`src/pls_pkg.sv`:
```
// Notes on behaviour
// RULE1: In normal running the heartbeat lamp blinks once every second.
// RULE2: At startup the heartbeat lamp gives three short blinks in one second.
// RULE3: A soft restart holds the heartbeat lamp solidly on for two seconds.
// RULE4: A storage card scan gives three short heartbeat blinks in one second.
// RULE5: The test lamp lights on a test press and when its message is sent.
// RULE6: Each serial port has its own lamp, pulsed only by its own traffic.
// RULE7: Sensor lamp solid for five minutes after power-up if power is good.
// RULE8: Then the sensor lamp blinks once per analog sampling period.
// RULE9: Analog lamps blink every 2 s if low, every 1 s if high, else solid.
// RULE10: An analog lamp stays off unless its channel has range limits set.
// RULE11: Port two receive flashes heartbeat, its send flashes test lamp.
// RULE12: The test lamp stays lit while the test pushbutton is held.
// RULE13: All lamps go dark a set time after the last press; a press revives.
// RULE14: Burst and solid patterns override the normal blink until they end.
// RULE15: All timing comes from one free-running tick, cleared by reset.
`default_nettype none
package pls_pkg;

  // Clock and the millisecond tick that all lamp timing runs on.
  localparam int CLK_PERIOD_PS = 5000;
  localparam int TICK_PERIOD_PS = 1000000000;
  localparam int TICK_CYCLES = TICK_PERIOD_PS / CLK_PERIOD_PS;

  // Widths of the short and the long millisecond counters.
  localparam int MS_W = 12;
  localparam int LONG_W = 20;

  // Heartbeat timing in milliseconds.
  localparam logic [MS_W-1:0] HB_PERIOD_MS = 12'h3E8;
  localparam logic [MS_W-1:0] HB_ON_MS = 12'h1F4;
  localparam logic [MS_W-1:0] BURST_WINDOW_MS = 12'h3E8;
  localparam logic [MS_W-1:0] BURST_SLOT_MS = 12'h12C;
  localparam logic [MS_W-1:0] BURST_ON_MS = 12'h064;
  localparam int BURST_COUNT = 3;
  localparam logic [MS_W-1:0] BURST_END_MS =
    MS_W'(BURST_COUNT) * BURST_SLOT_MS;
  localparam logic [MS_W-1:0] RESTART_SOLID_MS = 12'h7D0;

  // Analog range blink timing in milliseconds.
  localparam logic [MS_W-1:0] SLOW_BLINK_MS = 12'h7D0;
  localparam logic [MS_W-1:0] FAST_BLINK_MS = 12'h3E8;
  localparam logic [MS_W-1:0] RANGE_ON_MS = 12'h0FA;

  // Flash lengths in milliseconds.
  localparam logic [MS_W-1:0] ACTIVITY_MS = 12'h032;
  localparam logic [MS_W-1:0] TEST_FLASH_MS = 12'h064;
  localparam logic [MS_W-1:0] SAMPLE_FLASH_MS = 12'h064;

  // Long periods in milliseconds, five minutes each.
  localparam int SENSOR_SOLID_MS = 300000;
  localparam int LAMP_TIMEOUT_MS = 300000;

  // Reset value of the free-running counters.
  localparam logic [MS_W-1:0] COUNT_RESET = 12'h000;

  // Heartbeat pattern states.
  typedef enum logic [1:0] {
    HB_NORMAL,
    HB_BURST,
    HB_SOLID
  } pls_hb_state_t;

endpackage : pls_pkg
`default_nettype wire

```
`src/pls_tick_gen.sv`:
```
`timescale 1ns/1ps
`default_nettype none
module pls_tick_gen #(
  parameter int unsigned CYCLES = pls_pkg::TICK_CYCLES
) (
  // Clock and reset
  input wire logic clk,
  input wire logic rst_n,
  // Millisecond tick
  output logic msTick
);

  localparam int CW = (CYCLES > 1) ? $clog2(CYCLES) : 1;
  localparam logic [CW-1:0] LAST = CW'(CYCLES - 1);

  logic [CW-1:0] count_q;

  // Free-running divider; one pulse per wrap keeps every lamp in step.
  always_ff @(posedge clk)
  begin
    if (!rst_n)
    begin
      count_q <= '0;
      msTick <= 1'b0;
    end
    else
    begin
      msTick <= (count_q == LAST); // RULE15
      count_q <= (count_q == LAST) ? '0 : count_q + 1'b1; // RULE15
    end
  end
endmodule : pls_tick_gen
`default_nettype wire

```
`src/pls_pulse_stretch.sv`:
```
`timescale 1ns/1ps
`default_nettype none
module pls_pulse_stretch #(
  parameter logic [pls_pkg::MS_W-1:0] LEN_MS = pls_pkg::ACTIVITY_MS
) (
  // Clock, reset and tick
  input wire logic clk,
  input wire logic rst_n,
  input wire logic msTick,
  // Event in, stretched level out
  input wire logic trigger,
  output logic active
);

  logic [pls_pkg::MS_W-1:0] count_q;

  // A retrigger reloads, so steady traffic keeps the lamp lit.
  always_ff @(posedge clk)
  begin
    if (!rst_n)
      count_q <= pls_pkg::COUNT_RESET;
    else if (trigger)
      count_q <= LEN_MS;
    else if (msTick && count_q != '0)
      count_q <= count_q - 1'b1;
  end

  assign active = (count_q != '0);

endmodule : pls_pulse_stretch
`default_nettype wire

```
`src/pls_led_sequencer.sv`:
```
`timescale 1ns/1ps
`default_nettype none
module pls_led_sequencer #(
  parameter int unsigned TICK_CYCLES = pls_pkg::TICK_CYCLES,
  parameter int unsigned SENSOR_SOLID_MS = pls_pkg::SENSOR_SOLID_MS,
  parameter int unsigned LAMP_TIMEOUT_MS = pls_pkg::LAMP_TIMEOUT_MS
) (
  // Clock and reset
  input wire logic clk,
  input wire logic rst_n,
  // Core status events
  input wire logic softRestart,
  input wire logic storageCardScan,
  input wire logic testPushbutton,
  input wire logic testMsgSent,
  input wire logic sensorPowerOk,
  input wire logic sampleStrobe,
  // Serial activity: bit 0 local, 1 field port one, 2 field port two
  input wire logic [2:0] portTx,
  input wire logic [2:0] portRx,
  // Analog range status per channel
  input wire logic [3:0] rangeConfigured,
  input wire logic [3:0] rangeLow,
  input wire logic [3:0] rangeHigh,
  // Lamps
  output logic heartbeatReceiveLamp,
  output logic testButtonTransmitLamp,
  output logic localActivityLamp,
  output logic fieldPortOneLamp,
  output logic fieldPortTwoLamp,
  output logic sensorPowerLamp,
  output logic analogChannelZeroLamp,
  output logic analogChannelOneLamp,
  output logic analogChannelTwoLamp,
  output logic analogChannelThreeLamp
);

  localparam int MW = pls_pkg::MS_W;
  localparam int LW = pls_pkg::LONG_W;

  logic msTick;
  logic [MW-1:0] msCount_q;
  logic testPrev_q;
  logic pressEdge;
  logic [LW-1:0] idleMs_q;
  logic lampsOn;
  logic [LW-1:0] sensorMs_q;
  logic sensorSolid;
  pls_pkg::pls_hb_state_t hbState_q;
  logic [MW-1:0] hbTimer_q;
  logic scanPending_q;
  logic hbPattern;
  logic [2:0] portFlash;
  logic rxTwoFlash;
  logic txTwoFlash;
  logic msgFlash;
  logic sampleFlash;
  logic [3:0] analogLamp_q;
  logic slowOn;
  logic fastOn;

  // True while a millisecond count sits in the lit part of its period.
  function automatic logic phaseOn(input logic [MW-1:0] ms,
                                   input logic [MW-1:0] period,
                                   input logic [MW-1:0] onMs);
    phaseOn = (ms % period) < onMs;
  endfunction : phaseOn

  // One tick source for every period in the block.
  pls_tick_gen #(
    .CYCLES(TICK_CYCLES)
  ) u_tick (
    .clk(clk),
    .rst_n(rst_n),
    .msTick(msTick)
  );

  // Shared blink phase; two seconds covers every blink period in use.
  always_ff @(posedge clk)
  begin
    if (!rst_n)
      msCount_q <= pls_pkg::COUNT_RESET;
    else if (msTick)
      msCount_q <= (msCount_q == pls_pkg::SLOW_BLINK_MS - 12'h001) ?
                   pls_pkg::COUNT_RESET : msCount_q + 1'b1; // RULE15
  end

  // A new press is an edge, so a held button does not keep re-arming.
  always_ff @(posedge clk)
  begin
    if (!rst_n)
      testPrev_q <= 1'b0;
    else
      testPrev_q <= testPushbutton;
  end
  assign pressEdge = testPushbutton & ~testPrev_q;

  // Lamp timeout; the counter stops at the limit instead of wrapping.
  always_ff @(posedge clk)
  begin
    if (!rst_n)
      idleMs_q <= '0;
    else if (pressEdge)
      idleMs_q <= '0; // RULE13
    else if (msTick && lampsOn)
      idleMs_q <= idleMs_q + 1'b1; // RULE13
  end
  assign lampsOn = idleMs_q < LW'(LAMP_TIMEOUT_MS); // RULE13

  // Sensor solid period after power-up, also saturating.
  always_ff @(posedge clk)
  begin
    if (!rst_n)
      sensorMs_q <= '0;
    else if (msTick && sensorSolid)
      sensorMs_q <= sensorMs_q + 1'b1; // RULE7
  end
  assign sensorSolid = sensorMs_q < LW'(SENSOR_SOLID_MS);

  // Heartbeat pattern sequencer; reset enters the startup burst.
  always_ff @(posedge clk)
  begin
    if (!rst_n)
    begin
      hbState_q <= pls_pkg::HB_BURST; // RULE2
      hbTimer_q <= pls_pkg::COUNT_RESET;
    end
    else if (softRestart)
    begin
      hbState_q <= pls_pkg::HB_SOLID; // RULE3
      hbTimer_q <= pls_pkg::COUNT_RESET;
    end
    else
    begin
      case (hbState_q)
        pls_pkg::HB_NORMAL:
          if (storageCardScan || scanPending_q)
          begin
            hbState_q <= pls_pkg::HB_BURST; // RULE4
            hbTimer_q <= pls_pkg::COUNT_RESET;
          end
        pls_pkg::HB_BURST:
          if (msTick)
          begin
            if (hbTimer_q == pls_pkg::BURST_WINDOW_MS - 12'h001)
            begin
              hbState_q <= pls_pkg::HB_NORMAL; // RULE14
              hbTimer_q <= pls_pkg::COUNT_RESET;
            end
            else
              hbTimer_q <= hbTimer_q + 1'b1;
          end
        pls_pkg::HB_SOLID:
          if (msTick)
          begin
            if (hbTimer_q == pls_pkg::RESTART_SOLID_MS - 12'h001)
            begin
              hbState_q <= pls_pkg::HB_NORMAL; // RULE14
              hbTimer_q <= pls_pkg::COUNT_RESET;
            end
            else
              hbTimer_q <= hbTimer_q + 1'b1;
          end
        default:
        begin
          hbState_q <= pls_pkg::HB_NORMAL;
          hbTimer_q <= pls_pkg::COUNT_RESET;
        end
      endcase
    end
  end

  // A scan asked for while another pattern runs waits its turn; the
  // request wins over the clear in the same cycle.
  always_ff @(posedge clk)
  begin
    if (!rst_n)
      scanPending_q <= 1'b0;
    else if (storageCardScan &&
             (hbState_q != pls_pkg::HB_NORMAL || softRestart))
      scanPending_q <= 1'b1; // RULE14
    else if (hbState_q == pls_pkg::HB_NORMAL && !softRestart)
      scanPending_q <= 1'b0;
  end

  // Heartbeat pattern for the current state.
  always_comb
  begin
    case (hbState_q)
      pls_pkg::HB_BURST:
        hbPattern = (hbTimer_q < pls_pkg::BURST_END_MS) &&
                    phaseOn(hbTimer_q, pls_pkg::BURST_SLOT_MS,
                            pls_pkg::BURST_ON_MS); // RULE2 RULE4
      pls_pkg::HB_SOLID:
        hbPattern = 1'b1; // RULE3
      default:
        hbPattern = phaseOn(msCount_q, pls_pkg::HB_PERIOD_MS,
                            pls_pkg::HB_ON_MS); // RULE1
    endcase
  end

  // Per-port activity flashes, each fed only by its own port.
  for (genvar p = 0; p < 3; p++)
  begin : g_port
    pls_pulse_stretch #(
      .LEN_MS(pls_pkg::ACTIVITY_MS)
    ) u_act (
      .clk(clk),
      .rst_n(rst_n),
      .msTick(msTick),
      .trigger(portTx[p] | portRx[p]), // RULE6
      .active(portFlash[p])
    );
  end

  // Field port two receive shares the heartbeat lamp.
  pls_pulse_stretch #(
    .LEN_MS(pls_pkg::ACTIVITY_MS)
  ) u_rxTwo (
    .clk(clk),
    .rst_n(rst_n),
    .msTick(msTick),
    .trigger(portRx[2]), // RULE11
    .active(rxTwoFlash)
  );

  // Field port two transmit shares the test lamp.
  pls_pulse_stretch #(
    .LEN_MS(pls_pkg::TEST_FLASH_MS)
  ) u_txTwo (
    .clk(clk),
    .rst_n(rst_n),
    .msTick(msTick),
    .trigger(portTx[2]), // RULE11
    .active(txTwoFlash)
  );

  // Sending the test message keeps the test lamp lit briefly.
  pls_pulse_stretch #(
    .LEN_MS(pls_pkg::TEST_FLASH_MS)
  ) u_msg (
    .clk(clk),
    .rst_n(rst_n),
    .msTick(msTick),
    .trigger(testMsgSent), // RULE5
    .active(msgFlash)
  );

  // One flash per analog sample once the solid period is over.
  pls_pulse_stretch #(
    .LEN_MS(pls_pkg::SAMPLE_FLASH_MS)
  ) u_sample (
    .clk(clk),
    .rst_n(rst_n),
    .msTick(msTick),
    .trigger(sampleStrobe), // RULE8
    .active(sampleFlash)
  );

  // Range blink phases; low is the slow rate and wins if both are set.
  assign slowOn = phaseOn(msCount_q, pls_pkg::SLOW_BLINK_MS,
                          pls_pkg::RANGE_ON_MS);
  assign fastOn = phaseOn(msCount_q, pls_pkg::FAST_BLINK_MS,
                          pls_pkg::RANGE_ON_MS);

  always_ff @(posedge clk)
  begin
    if (!rst_n)
      analogLamp_q <= '0;
    else
      for (int i = 0; i < 4; i++)
        analogLamp_q[i] <= lampsOn && rangeConfigured[i] && // RULE10
                           (rangeLow[i] ? slowOn :
                            rangeHigh[i] ? fastOn : 1'b1); // RULE9
  end
  assign analogChannelZeroLamp = analogLamp_q[0];
  assign analogChannelOneLamp = analogLamp_q[1];
  assign analogChannelTwoLamp = analogLamp_q[2];
  assign analogChannelThreeLamp = analogLamp_q[3];

  // Lamp drivers; a timed-out panel goes fully dark to save battery.
  always_ff @(posedge clk)
  begin
    if (!rst_n)
    begin
      heartbeatReceiveLamp <= 1'b0;
      testButtonTransmitLamp <= 1'b0;
      localActivityLamp <= 1'b0;
      fieldPortOneLamp <= 1'b0;
      fieldPortTwoLamp <= 1'b0;
      sensorPowerLamp <= 1'b0;
    end
    else
    begin
      heartbeatReceiveLamp <= lampsOn && (hbPattern || rxTwoFlash); // RULE11
      testButtonTransmitLamp <= lampsOn &&
        (testPushbutton || msgFlash || txTwoFlash); // RULE12 RULE5
      localActivityLamp <= lampsOn && portFlash[0]; // RULE6
      fieldPortOneLamp <= lampsOn && portFlash[1]; // RULE6
      fieldPortTwoLamp <= lampsOn && portFlash[2]; // RULE6
      sensorPowerLamp <= lampsOn && sensorPowerOk &&
        (sensorSolid || sampleFlash); // RULE7 RULE8
    end
  end
endmodule : pls_led_sequencer
`default_nettype wire

```
`config.mk`:
```
export PLATFORM = sky130hd
export DESIGN_NAME = pls_led_sequencer
export DESIGN_NICKNAME = d
export VERILOG_FILES = /design/src/pls_pkg.sv /design/src/pls_tick_gen.sv /design/src/pls_pulse_stretch.sv /design/src/pls_led_sequencer.sv
export SDC_FILE = /design/constraint.sdc
export NUM_CORES = 1
export LEC_CHECK = 0
export ABC_AREA = 1
export BUFFER_PORTS_ARGS = -buffer_cell sky130_fd_sc_hd__buf_2
export CAP_MARGIN = 15
export CORE_MARGIN = 4
export CORE_UTILIZATION = 50
export CTS_BUF_LIST = sky130_fd_sc_hd__clkbuf_4 sky130_fd_sc_hd__clkbuf_8
export DETAILED_ROUTE_END_ITERATION = 10
export HOLD_SLACK_MARGIN = 0.1
export PLACE_DENSITY = 0.67
export REMOVE_ABC_BUFFERS = 1
export SLEW_MARGIN = 20
export SYNTH_ARGS = -nofsm -noshare
export SYNTH_HDL_FRONTEND = slang
export SYNTH_SLANG_ARGS = --single-unit
export TNS_END_PERCENT = 10
```
`constraint.sdc`:
```
create_clock -name clk -period 4.05 [get_ports clk]
set_input_delay 0.405 -clock clk [delete_from_list [all_inputs] [get_ports clk]]
set_output_delay 0.405 -clock clk [all_outputs]
set_load 0.01 [all_outputs]
```
==> flow_metrics.py <==
metrics = {
    "critical_path": {
        "crit_arrival_ns": 3.56,
        "timing.rr.start": "msCount_q[6]",
        "reg2reg_slack_ns": 0.82,
        "r2r_end": "heartbeatReceiveLamp",
        "reg2reg_depth": 26,
        "crit_path_end_kind": "flip-flop",
        "crit_path_end": "heartbeatReceiveLamp",
        "cp-start-kind": "flip-flop",
        "crit_path_max_fanout": 6,
        "required_ns": 4.38,
        "worstSetupPathType": "flip-flop to flip-flop",
        "crit_path_start": "msCount_q[6]",
    },
    "detailed_routing": {
        "drcViolationCount": 0,
        "final_antenna_net_count": 0,
        "drt_first_iter_violations": 421,
        "first_pass_iters": 4,
        "via_per_inst": 4.99,
        "drt-wirelength-per-cell_um": 11.2,
        "vias": 8643,
        "wl_mm": 19.3,
    },
    "clocking": {
        "cts_hold_buf": 0,
        "postCtsSetupRepairBufs": 0,
        "clock_latency_ns": 0.45,
        "clkTransAtPathRegs_ns": 0.09,
        "cts_tree": "built",
        "post_cts_resized": 0,
        "cts_buffers": 17,
        "clk_path_buf_depth": 2,
        "cts.htree.levels": 4,
        "root_buffer": "clkbuf_8",
        "numClockSinks": 181,
    },
    "place": {
        "dp_hpwl_mm": 14.5,
        "gp_congestion": 0.840,
        "io_buffer_count": 35,
    },
    "power": {
        "power_frac_seq_pct": 55.5,
        "peakVddDrop_mv": 0.200,
        "p_int_w": 0.00253,
        "power_leakage_nw": 4.32,
        "combPwrFrac_pct": 5.4,
        "swShare_pct": 22.9,
        "power_w": 0.00329,
        "power_frac_clock_pct": 39.1,
        "pwr_density_cell_nw_per_um2": 312,
        "switchingPower_w": 0.000753,
    },
    "floorplanning": {
        "io_pins": 36,
        "die_h_um": 147,
        "placementRows": 50,
        "die_w_um": 147,
        "start_util_pct": 51.3,
        "die_area_um2": 21600,
        "core_um2": 18800,
    },
    "grt": {
        "first_global_vias": 7700,
        "overflow": 0,
        "grt_pass1_wl_mm": 33.5,
        "antenna_found_initial": 0,
        "grt_start_max_net_pins": 30,
        "grt_usage_pct": 18.0,
    },
    "sta": {
        "setup_viol": 0,
        "fin_crit_sh_pct": 79.8,
        "min_period_ns": 3.23,
        "fmax_mhz": 309,
        "slew_headroom_pct": 35.8,
        "worst_pin_slew_ns": 0.962,
        "maxSlewViolCount": 0,
        "setup_tns_ns": 0,
        "hold_violations": 0,
        "rsz0062_at_grt": "no",
        "clock_skew_ns": 0.00982,
    },
    "synth": {
        "yosysWarnings": 0,
        "synthCells": 1417,
        "netlist_area_um2": 9650,
        "async_reset_ff_share_pct": 0,
        "yosysSeqAreaShare_pct": 37.5,
        "ys_ff_latch": 181,
        "synth_edf_count": 0,
        "yosysUniqueCellTypes": 54,
        "synth-main-ff-cell": "dfxtp_1",
        "syn_avg_cell_area_um2": 6.81,
    },
    "cells_and_area": {
        "synthToLayoutAreaGrowth_pct": 9.04,
        "drive_above_1_share_pct": 9.99,
        "utilization_pct": 55.9,
        "fill_cells": 1895,
        "fin_nets": 1504,
        "antenna_cells": 0,
    },
    "run_status": {
        "status": "finished clean",
    },
    "hold_path": {
        "hold_class": "input port to flip-flop",
    },
    "run": {
        "max_cap_viol_count": 0,
    },
}
==> how the worst min path moves through the flow <==
stage / cells after the start / end / slack, ns / from
after detailed placement: 2 / sensorMs_q[19] / 0.42 / sensorMs_q[19]
after floorplan: 2 / sensorMs_q[19] / 0.41 / sensorMs_q[19]
final: 2 / analogLamp_q[0] / 0.14 / rangeHigh[0]
after CTS: 2 / analogLamp_q[0] / 0.10 / rangeHigh[0]
after global placement: 2 / sensorMs_q[19] / 0.42 / sensorMs_q[19]
after global routing: 2 / analogLamp_q[0] / 0.12 / rangeHigh[0]
==> registers in the layout (all words and copies together) (netlist names), 12 cells and up <==
name and cells:
u_rxTwo.count_q 12, msCount_q 12, u_txTwo.count_q 12, u_sample.count_q 12, u_msg.count_q 12, u_tick.count_q 18, g_port.u_act.count_q 36, sensorMs_q 20
idleMs_q 20, hbTimer_q 12
==> kinds of logic (layout without fill, tap and decap cells) <==
family                   count (synthesis)  in the layout  share of synthesized area (%)
AND/OR/NAND/NOR                        711            711                           34.1
XOR/XNOR                                28             28                           2.54
adder cells (fa/ha/maj)                 19             19                           2.46
flip-flops                             181            181                           37.5
AO/OA/AOI/OAI                          240            240                           13.9
buffers and inverters                  238            292                           9.44
==> routing by layer <==
layer / routed length, um / track usage, %
met5: 0 / 0
met4: 231 / 5.08
met3: 502 / 2.90
met2: 8810 / 30.5
met1: 9780 / 24.0
==> final cells by class <==
type | instances | area, um^2 | share of cell area (%)
timing repair buffer | 38 | 198 | 1.88
clock inverter | 9 | 126 | 1.20
clock buffer | 22 | 290 | 2.76
tap | 260 | 325 | 3.09
sequential | 181 | 3620 | 34.4
inverter | 223 | 843 | 8.01
multi-input combinational | 998 | 5120 | 48.6
==> synthesized netlist by cell type (4+ instances only) <==
| cell | n | area [um^2] |
|---|---|---|
| nand2_2 | 26 | 163 |
| a31oi_1 | 16 | 100 |
| a211oi_1 | 4 | 30.0 |
| inv_1 | 207 | 777 |
| or2_2 | 9 | 56.3 |
| nand3b_1 | 10 | 75.1 |
| o21ai_1 | 4 | 20.0 |
| nand2_4 | 6 | 67.6 |
| nand4_1 | 25 | 156 |
| or4_1 | 4 | 30.0 |
| nor4_1 | 14 | 87.6 |
| xor2_1 | 22 | 193 |
| nor3b_1 | 15 | 113 |
| o21ai_0 | 76 | 380 |
| inv_2 | 13 | 48.8 |
| nand3_2 | 7 | 70.1 |
| dfxtp_1 | 181 | 3620 |
| nor2_1 | 182 | 683 |
| a21oi_1 | 105 | 526 |
| nand3_1 | 78 | 390 |
| nor3_1 | 60 | 300 |
| o21a_1 | 10 | 75.1 |
| nor2_2 | 5 | 31.3 |
| o31ai_1 | 9 | 67.6 |
| nand2_1 | 260 | 976 |
| clkbuf_1 | 9 | 33.8 |
| xnor2_1 | 6 | 52.6 |
| ha_1 | 19 | 238 |
==> per-stage QoR <==
| stage | cell area, um^2 | std cells | setup WS [ns] | hold WS [ns] |
|---|---|---|---|---|
| final | 10500 | 1731 | 0.819 | 0.141 |
| after global routing | 10500 | 1731 | 0.313 | 0.122 |
| after CTS | 10500 | 1731 | 0.830 | 0.105 |
| after detailed placement | 10100 | 1700 | 0.849 | 0.421 |
| after global placement | 10100 | 1700 | 0.944 | 0.421 |
| after floorplan | 9580 | 1402 | 1.17 | 0.407 |
==> critical path, cell delays in order (launching register included) <==
cell and delay (ns):
dfxtp_1 0.43, inv_2 0.11, ha_1 0.18, o21ai_0 0.18
nor2_2 0.08, nand2_1 0.11, nand2_1 0.14, nor2_2 0.16
nand3_2 0.11, nor2_4 0.12, nand2_2 0.09, nand2_4 0.10
nand2_2 0.07, nand2_2 0.08, inv_1 0.05, nand2_1 0.09
nand2_2 0.08, nor3_2 0.16, nand2_1 0.12, nand2_2 0.11
nand2_1 0.06, nand2_1 0.05, nand3_1 0.11, nor2_1 0.10
nor2_1 0.04, nor2_1 0.11, a21oi_2 0.06
==> placed cells by master, fill, tap and decap left out, drive strengths merged, types with 4 or more instances in the layout <==
master,netlist,layout
nand2,292,292
inv,220,220
nor2,189,189
dfxtp,181,181
a21oi,108,108
nand3,86,86
o21ai,81,81
nor3,61,61
buf,6,38
nand4,25,25
xor2,22,22
clkbuf,9,22
ha,19,19
a31oi,16,16
nor3b,15,15
nor4,15,15
or2,11,11
o21a,10,10
nand3b,10,10
o31ai,9,9
clkinv,3,8
xnor2,6,6
or4,4,4
a211oi,4,4
==> power groups by stage <==
stage               logic [W]  registers, W  clock network [W]
floorplan            0.000112       0.00187                  0
global placement     0.000178       0.00187                  0
detailed placement   0.000181       0.00187                  0
CTS                  0.000181       0.00182            0.00133
global route         0.000206       0.00183            0.00140
finish               0.000179       0.00182            0.00128
Power figures use the tool's default switching activity.
